[config.mk]
export PLATFORM = sky130hd
export DESIGN_NAME = plcr_regs
export DESIGN_NICKNAME = d
export VERILOG_FILES = /design/src/plcr_pkg.sv /design/src/plcr_stretch.sv /design/src/plcr_regs.sv
export SDC_FILE = /design/constraint.sdc
export NUM_CORES = 1
export LEC_CHECK = 0
export BUFFER_PORTS_ARGS = -buffer_cell sky130_fd_sc_hd__buf_2
export CAP_MARGIN = 30
export CORE_MARGIN = 2
export CORE_UTILIZATION = 35
export DETAILED_ROUTE_END_ITERATION = 8
export PLACE_DENSITY = 0.53
export SYNTH_ARGS = -nofsm -noshare
export SYNTH_HDL_FRONTEND = slang
export SYNTH_SLANG_ARGS = --single-unit
[constraint.sdc]
create_clock -name clk -period 3.9 [get_ports clk]
set_input_delay 0.78 -clock clk [delete_from_list [all_inputs] [get_ports clk]]
set_output_delay 0.78 -clock clk [all_outputs]
set_load 0.01 [all_outputs]
[src/plcr_pkg.sv]
package plcr_pkg;
  localparam logic [4:0] PLCR_LEDCTL_ADDR = 5'h18;
  localparam logic [4:0] PLCR_FUNCCTL_ADDR = 5'h19;
  localparam logic [4:0] PLCR_LEDMODE_ADDR = 5'h1A;
  // Direct LED control fields
  localparam int PLCR_ACTRX_BIT = 8;
  localparam int PLCR_BLINK_LO = 6;
  localparam int PLCR_SPDOVR_BIT = 5;
  localparam int PLCR_LNKOVR_BIT = 4;
  localparam int PLCR_ACTOVR_BIT = 3;
  localparam int PLCR_SPDVAL_BIT = 2;
  localparam int PLCR_LNKVAL_BIT = 1;
  localparam int PLCR_ACTVAL_BIT = 0;
  localparam logic [15:0] PLCR_LEDCTL_MASK = 16'h01FF;
  // Function control fields, then the pause and asymmetric pause bits of the advertisement words
  localparam int PLCR_XOVEN_BIT = 15;
  localparam int PLCR_FXOV_BIT = 14;
  localparam int PLCR_PRX_BIT = 13;
  localparam int PLCR_PTX_BIT = 12;
  localparam int PLCR_FERR_BIT = 11;
  localparam int PLCR_SEQ_BIT = 10;
  localparam int PLCR_PASS_BIT = 9;
  localparam int PLCR_RUN_BIT = 8;
  localparam int PLCR_BYP_BIT = 7;
  localparam int PLCR_PAUSE_BIT = 10;
  localparam int PLCR_ASYM_BIT = 11;
  // Half periods of the link LED blink at 100 MHz, in ns
  localparam longint PLCR_CLK_NS = 10;
  localparam longint PLCR_HALF_6HZ_NS = 83333333;
  localparam logic [23:0] PLCR_HALF_6HZ_CYC = 24'(PLCR_HALF_6HZ_NS / PLCR_CLK_NS);
  // Stretch of short event pulses, in ns
  localparam longint PLCR_STRETCH_NS = 50000000;
  localparam logic [23:0] PLCR_STRETCH_CYC = 24'(PLCR_STRETCH_NS / PLCR_CLK_NS);
  localparam logic [1:0] PLCR_MODE_LEVEL = 2'h0;
  localparam logic [1:0] PLCR_MODE_BLINK = 2'h1;
  // Strap is trusted once it has passed both synchroniser flops
  localparam logic [1:0] PLCR_STRAP_AGE = 2'h2;
endpackage

[src/plcr_stretch.sv]
`timescale 1ns/10ps
// Holds a short event for a minimum visible time, or passes it when bypassed
module plcr_stretch
  import plcr_pkg::*;
#(
  parameter logic [23:0] HOLD_CYC = PLCR_STRETCH_CYC
) (
  input wire logic clk,
  input wire logic rst_n,
  input wire logic eventIn,
  input wire logic bypass,
  output logic eventOut
);
  typedef struct packed {
    logic [23:0] cnt;
  } plcr_str_t;
  plcr_str_t st_r;
  plcr_str_t st_nxt;

  always_comb begin
    st_nxt = st_r;
    if (eventIn) begin
      st_nxt.cnt = HOLD_CYC;
    end else if (st_r.cnt != 24'h000000) begin
      st_nxt.cnt = st_r.cnt - 24'h000001;
    end
  end

  always_ff @(posedge clk) begin
    if (!rst_n) begin
      st_r <= '0;
    end else begin
      st_r <= st_nxt;
    end
  end

  assign eventOut = bypass ? eventIn : (eventIn || st_r.cnt != 24'h000000);
endmodule // plcr_stretch

[src/plcr_regs.sv]
`timescale 1ns/10ps
module plcr_regs
  import plcr_pkg::*;
#(
  parameter logic [23:0] HALF_BLINK_CYC = PLCR_HALF_6HZ_CYC,
  parameter logic [23:0] STRETCH_CYC = PLCR_STRETCH_CYC
) (
  input wire logic clk,
  input wire logic rst_n,
  input wire logic [4:0] regAddr,
  input wire logic [15:0] regWrData,
  input wire logic regWrStb,
  input wire logic regRdStb,
  output logic [15:0] regRdData,
  input wire logic crossoverStrap,
  input wire logic linkUp,
  input wire logic speed100,
  input wire logic fullDuplex,
  input wire logic collision,
  input wire logic txActive,
  input wire logic rxActive,
  input wire logic [15:0] localAdvertise,
  input wire logic [15:0] partnerAbility,
  input wire logic selftestError,
  output logic link_led_out,
  output logic speed_led_out,
  output logic activity_collision_led_out,
  output logic auto_crossover_en,
  output logic forced_crossover,
  output logic swapPairs,
  output logic selftest_run,
  output logic selftest_sequence_sel,
  output logic selftestInjectError
);
  typedef struct packed {
    logic [8:0] ledCtl;
    logic xovEn;
    logic fxov;
    logic ferrPulse;
    logic seqSel;
    logic passFlag;
    logic run;
    logic bypass;
    logic [1:0] ledMode;
    logic strapDone;
    logic [1:0] strapSync;
    logic [1:0] strapAge;
    logic [23:0] blinkCnt;
    logic blinkPhase;
    logic [15:0] rdData;
    logic linkLed;
    logic speedLed;
    logic forced_activity_value;
  } plcr_state_t;
  plcr_state_t st_r;
  plcr_state_t st_nxt;

  logic actSrc;
  logic actStretched;
  logic colStretched;
  logic pauseRx;
  logic pauseTx;
  logic [23:0] blinkHalf;
  logic [15:0] ledCtlView;
  logic [15:0] funcCtlView;
  logic localPause;
  logic localAsym;
  logic partPause;
  logic partAsym;

  assign actSrc = st_r.ledCtl[PLCR_ACTRX_BIT] ? rxActive : (rxActive || txActive);

  plcr_stretch #(.HOLD_CYC(STRETCH_CYC)) uActStretch (
    .clk(clk),
    .rst_n(rst_n),
    .eventIn(actSrc),
    .bypass(st_r.bypass),
    .eventOut(actStretched)
  );

  plcr_stretch #(.HOLD_CYC(STRETCH_CYC)) uColStretch (
    .clk(clk),
    .rst_n(rst_n),
    .eventIn(collision),
    .bypass(st_r.bypass),
    .eventOut(colStretched)
  );

  assign localPause = localAdvertise[PLCR_PAUSE_BIT];
  assign localAsym = localAdvertise[PLCR_ASYM_BIT];
  assign partPause = partnerAbility[PLCR_PAUSE_BIT];
  assign partAsym = partnerAbility[PLCR_ASYM_BIT];

  always_comb begin
    pauseRx = 1'b0;
    pauseTx = 1'b0;
    if (fullDuplex && linkUp) begin
      if (localPause && partPause) begin
        pauseRx = 1'b1;
        pauseTx = 1'b1;
      end else if (localPause && localAsym && !partPause && partAsym) begin
        pauseRx = 1'b1;
      end else if (!localPause && localAsym && partPause && partAsym) begin
        pauseTx = 1'b1;
      end
    end
  end

  // blink rate: each step halves the period
  assign blinkHalf = HALF_BLINK_CYC >> st_r.ledCtl[PLCR_BLINK_LO +: 2];

  assign ledCtlView = {7'h00, st_r.ledCtl};
  assign funcCtlView = {st_r.xovEn, st_r.fxov, pauseRx, pauseTx, st_r.ferrPulse, st_r.seqSel,
    st_r.passFlag, st_r.run, st_r.bypass, 7'h00};

  always_comb begin
    st_nxt = st_r;
    st_nxt.ferrPulse = 1'b0;
    st_nxt.rdData = 16'h0000;
    // strap synchronised, loaded once
    // The strap is a pin, so it crosses two flops before it is trusted
    st_nxt.strapSync = {st_r.strapSync[0], crossoverStrap};
    if (!st_r.strapDone) begin
      if (st_r.strapAge == PLCR_STRAP_AGE) begin
        st_nxt.strapDone = 1'b1;
        st_nxt.xovEn = st_r.strapSync[1];
      end else begin
        st_nxt.strapAge = st_r.strapAge + 2'h1;
      end
    end
    if (st_r.run && selftestError) begin
      st_nxt.passFlag = 1'b0;
    end
    if (regWrStb) begin
      unique case (regAddr)
        PLCR_LEDCTL_ADDR: begin
          st_nxt.ledCtl = regWrData[8:0];
        end
        PLCR_FUNCCTL_ADDR: begin
          st_nxt.xovEn = regWrData[PLCR_XOVEN_BIT];
          st_nxt.fxov = regWrData[PLCR_FXOV_BIT];
          st_nxt.ferrPulse = regWrData[PLCR_FERR_BIT] && st_r.run;
          st_nxt.seqSel = regWrData[PLCR_SEQ_BIT];
          st_nxt.bypass = regWrData[PLCR_BYP_BIT];
          st_nxt.run = regWrData[PLCR_RUN_BIT];
          // start sets pass flag, stop clears it
          if (regWrData[PLCR_RUN_BIT] && !st_r.run) begin
            st_nxt.passFlag = 1'b1;
          end else if (!regWrData[PLCR_RUN_BIT]) begin
            st_nxt.passFlag = 1'b0;
          end
        end
        PLCR_LEDMODE_ADDR: begin
          st_nxt.ledMode = regWrData[1:0];
        end
        default: begin
        end
      endcase
    end
    if (regRdStb) begin
      unique case (regAddr)
        PLCR_LEDCTL_ADDR: st_nxt.rdData = ledCtlView;
        PLCR_FUNCCTL_ADDR: st_nxt.rdData = funcCtlView;
        PLCR_LEDMODE_ADDR: st_nxt.rdData = {14'h0000, st_r.ledMode};
        default: st_nxt.rdData = 16'h0000;
      endcase
    end
    // Blink timer runs only while there is activity so the LED starts lit
    if (!actStretched) begin
      st_nxt.blinkCnt = 24'h000000;
      st_nxt.blinkPhase = 1'b0;
    end else if (st_r.blinkCnt + 24'h000001 >= blinkHalf) begin
      st_nxt.blinkCnt = 24'h000000;
      st_nxt.blinkPhase = !st_r.blinkPhase;
    end else begin
      st_nxt.blinkCnt = st_r.blinkCnt + 24'h000001;
    end
    if (st_r.ledMode == PLCR_MODE_BLINK) begin
      st_nxt.linkLed = linkUp && !(actStretched && st_r.blinkPhase);
      st_nxt.forced_activity_value = colStretched;
    end else begin
      st_nxt.linkLed = linkUp;
      st_nxt.forced_activity_value = actStretched;
    end
    st_nxt.speedLed = speed100;
    if (st_r.ledCtl[PLCR_LNKOVR_BIT]) begin
      st_nxt.linkLed = st_r.ledCtl[PLCR_LNKVAL_BIT];
    end
    if (st_r.ledCtl[PLCR_SPDOVR_BIT]) begin
      st_nxt.speedLed = st_r.ledCtl[PLCR_SPDVAL_BIT];
    end
    if (st_r.ledCtl[PLCR_ACTOVR_BIT]) begin
      st_nxt.forced_activity_value = st_r.ledCtl[PLCR_ACTVAL_BIT];
    end
  end

  always_ff @(posedge clk) begin
    if (!rst_n) begin
      st_r <= '0;
    end else begin
      st_r <= st_nxt;
    end
  end

  assign regRdData = st_r.rdData;
  assign link_led_out = st_r.linkLed;
  assign speed_led_out = st_r.speedLed;
  assign activity_collision_led_out = st_r.forced_activity_value;
  assign auto_crossover_en = st_r.xovEn;
  assign forced_crossover = st_r.fxov;
  assign swapPairs = st_r.fxov;
  assign selftest_run = st_r.run;
  assign selftest_sequence_sel = st_r.seqSel;
  assign selftestInjectError = st_r.ferrPulse;
endmodule // plcr_regs

==> key figures <==
Status
  • Status: finished, final reports clean

Timing
  • Hold Violations, Final: 0
  • Total Neg Setup Slack: 0 ns
  • Slew margin rel.: 50.92%
  • RSZ-0062 raised after global routing: false
  • Final worst slack: 0.4468 ns
  • Max-slew violations: 0
  • Fin crit period: 3.453 ns
  • Slew of the pin with the lowest slew margin: 0.7295 ns
  • Max Clock Skew: 0.005238 ns
  • Fmax: 289.6 MHz
  • Final period util: 88.54%
  • Final setup violation count: 0

Logic synthesis
  • Post-Synthesis Cells: 598
  • Area share of the largest cell type after synthesis: 42.14%
  • Post-synth ARST share: 0%
  • Synthesized flop and latch total: 115
  • Main flop type after synthesis: dfxtp_1
  • Synth cell types: 53
  • Most common library cells after synthesis: 115 x dfxtp_1, 67 x nor2_1, 34 x nor2b_1, 33 x nand2_1
  • Synth Cell Area: 5463 sq um
  • Synthesis Warnings: 0
  • Register area share after synthesis: 42.14%
  • Count leader, synth: dfxtp_1
  • Top cell type by total area after synthesis: dfxtp_1
  • Mapped Avg Cell Area: 9.135 sq um
  • Largest cells by area after synthesis: dfxtp_1 42%, ha_1 5.7%, xnor2_1 5.0%, xor2_1 5.0%, nor2_1 4.6%
  • Number of synthesized flops with an enable pin: 0
  • Syn Nets: 688

Drt
  • Drt drc: 0
  • Drt initial violations: 165
  • WL final: 11930 um
  • Vias post-DR: 4112
  • Via-per-instance ratio: 4.849
  • WL/cell: 14.06 um
  • Pre-antenna DRT Iters: 4
  • ANT nets after route: 0

Die
  • Die Wd: 128.9 um
  • # IOs: 90
  • CORE AREA: 15200 sq um
  • Initial core utilization: 35.93%
  • Site Rows: 45
  • Die height: 128.9 um
  • Die area: 16620 sq um

Cells and area
  • Multi-input logic area: 2885 sq um
  • Sequential cell area: 2302 sq um
  • Layout cell share with drive strength beyond 1: 15.17%
  • # fillers: 1507
  • Area Overhead vs Synth: 17.57%
  • Final Instance Count excl. Fillers: 848
  • Nets: 736

Global route
  • Largest net degree at the start of global routing: 26
  • Total track usage: 15.14%
  • Global-route wire length before repair: 19380 um
  • Initial antenna violation count: 1
  • Gr ovfl total: 0
  • Vias in the first global route: 4103

Clock network
  • Clock buffer depth: 2
  • Post-cts resize count: 0
  • Clock-pin transition on the worst setup and hold timing paths: 0.05 ns
  • H-tree levels: 4
  • CTS root buffer: clkbuf_16
  • Worst skew pair latency: 0.41 ns
  • # clock sinks: 115
  • Setup repair bufs after CTS: 0
  • CTS tree: yes
  • CTS Buf Count: 17
  • Cts hold-fix bufs: 0

Placed design
  • Post-place setup slack: 0.4412 ns
  • Final Wtd Congestion: 0.8119
  • Post-DP HPWL: 8732 um
  • Port Buffers: 58
  • # placed instances: 815

Critical path
  • Crit Path Class: reg2reg
  • CP arrival: 3.75 ns
  • Crit path capture type: flip-flop
  • Worst R2R Setup Slack: 0.45 ns
  • Nature of the critical path startpoint: flip-flop
  • Worst Path Max Fanout: 22
  • WP data required: 4.19 ns

Pwr
  • Pwr dens: 485.2 nW/um^2
  • Pleak: 2.730 nW
  • Max VDD drop: 331.0 uV

Job
  • MaxCap Viol Count: 0

Hold path
  • Hold Crit Class: reg2reg
==> where the power goes <==
part | total [W] | internal [W] | switching, W
logic | 0.000275 | 0.000131 | 0.000144
registers | 0.00126 | 0.00122 | 0.0000349
clock network | 0.00158 | 0.00104 | 0.000544
total | 0.00312 | 0.00239 | 0.000723
==> worst paths after layout <==
kind	startpoint	endpoint	cells past startpoint
max reg2reg	st_r[20]$_SDFF_PP0_	st_r[25]$_SDFF_PP0_	15
min	st_nxt[47]$_SDFF_PN0_	st_r[47]$_SDFF_PN0_	1
max	st_r[20]$_SDFF_PP0_	st_r[25]$_SDFF_PP0_	15
min reg2reg	st_nxt[47]$_SDFF_PN0_	st_r[47]$_SDFF_PN0_	1
==> stage by stage <==
step / area, sq um / hold slack, ns / utilization (%) / power (W)
2_1_floorplan: 5463 / 0.4119 / - / 0.001488
3_3_place_gp: 5822 / 0.4161 / 38.30 / 0.001547
3_5_place_dp: 5822 / 0.4186 / 38.30 / 0.001558
4_1_cts: 6420 / 0.4319 / 42.23 / 0.003155
5_1_grt: 6420 / 0.4770 / 42.23 / 0.003247
6_report: 6422 / 0.4294 / 42.25 / 0.003116
==> placed cells by master (no fill, tap or decap), drive strengths merged, types with 3 or more instances in the layout <==
| cell | n |
|---|---|
| a211oi | 4 |
| a21boi | 12 |
| a21o | 3 |
| a21oi | 17 |
| and2 | 16 |
| and3 | 9 |
| and4 | 3 |
| buf | 62 |
| bufinv | 3 |
| clkbuf | 24 |
| clkinv | 5 |
| dfxtp | 115 |
| ha | 25 |
| inv | 21 |
| mux2i | 17 |
| nand2 | 34 |
| nand2b | 4 |
| nand3 | 22 |
| nand3b | 5 |
| nand4 | 11 |
| nor2 | 67 |
| nor2b | 34 |
| nor3 | 18 |
| nor3b | 4 |
| nor4 | 6 |
| o21a | 8 |
| o21ai | 9 |
| or3 | 8 |
| or4 | 11 |
| xnor2 | 31 |
| xor2 | 31 |
==> critical path, cell delays in order (launching register included) <==
cell,delay (ns)
dfxtp_1,0.43
ha_1,0.28
and4_1,0.31
nand3_1,0.15
nor2_1,0.30
nand2_1,0.12
xnor2_1,0.15
ha_1,0.28
nand4_1,0.12
nor2_1,0.19
a221oi_1,0.11
o211ai_1,0.16
nand3_1,0.14
o2111ai_1,0.20
buf_4,0.30
nor2_1,0.08
==> routing by layer <==
layer | global-route usage, % | up-vias | share of wire [%] | wire [um]
li1 | - | 2129 | - | -
met1 | 17.83 | 1919 | 46 | 5516
met2 | 25.52 | 52 | 48 | 5769
met3 | 5.156 | 12 | 3.8 | 456
met4 | 5.754 | 0 | 1.5 | 183
met5 | 0 | - | 0 | 0
==> final cells by class <==
class | instances | share of cell area [%]
multi-input combinational | 429 | 44.93
sequential | 115 | 35.85
clock buffer | 24 | 7.345
timing repair buffer | 62 | 4.987
tap | 188 | 3.663
clock inverter | 8 | 1.968
inverter | 21 | 1.227
antenna | 1 | 0.03896
==> sequential cells by signal, summed over array words and instances, names as in the netlist <==
name / flops
st_r: 31
selftest_sequence_sel: 1
uActStretch.st_r: 24
selftest_run: 1
link_led_out: 1
st_nxt: 1
regRdData: 16
funcCtlView: 2
activity_collision_led_out: 1
forced_crossover: 1
uColStretch.st_r: 24
speed_led_out: 1
selftestInjectError: 1
ledCtlView: 9
auto_crossover_en: 1
==> logic make-up (layout without fill, tap and decap cells) <==
kind of cell               after synthesis  in the layout  synth area share, %
other                                    1              2              0.06865
muxes                                   17             17                3.115
buffers and inverters                   54            115                5.039
adders and majority gates               25             25                5.726
DFF                                    115            115                42.14
and+or+nand+nor                        260            260                26.02
xor gates and xnor gates                62             62                9.940
AOI/OAI and AO/OA                       64             64                7.948
Power figures use the tool's default switching activity.
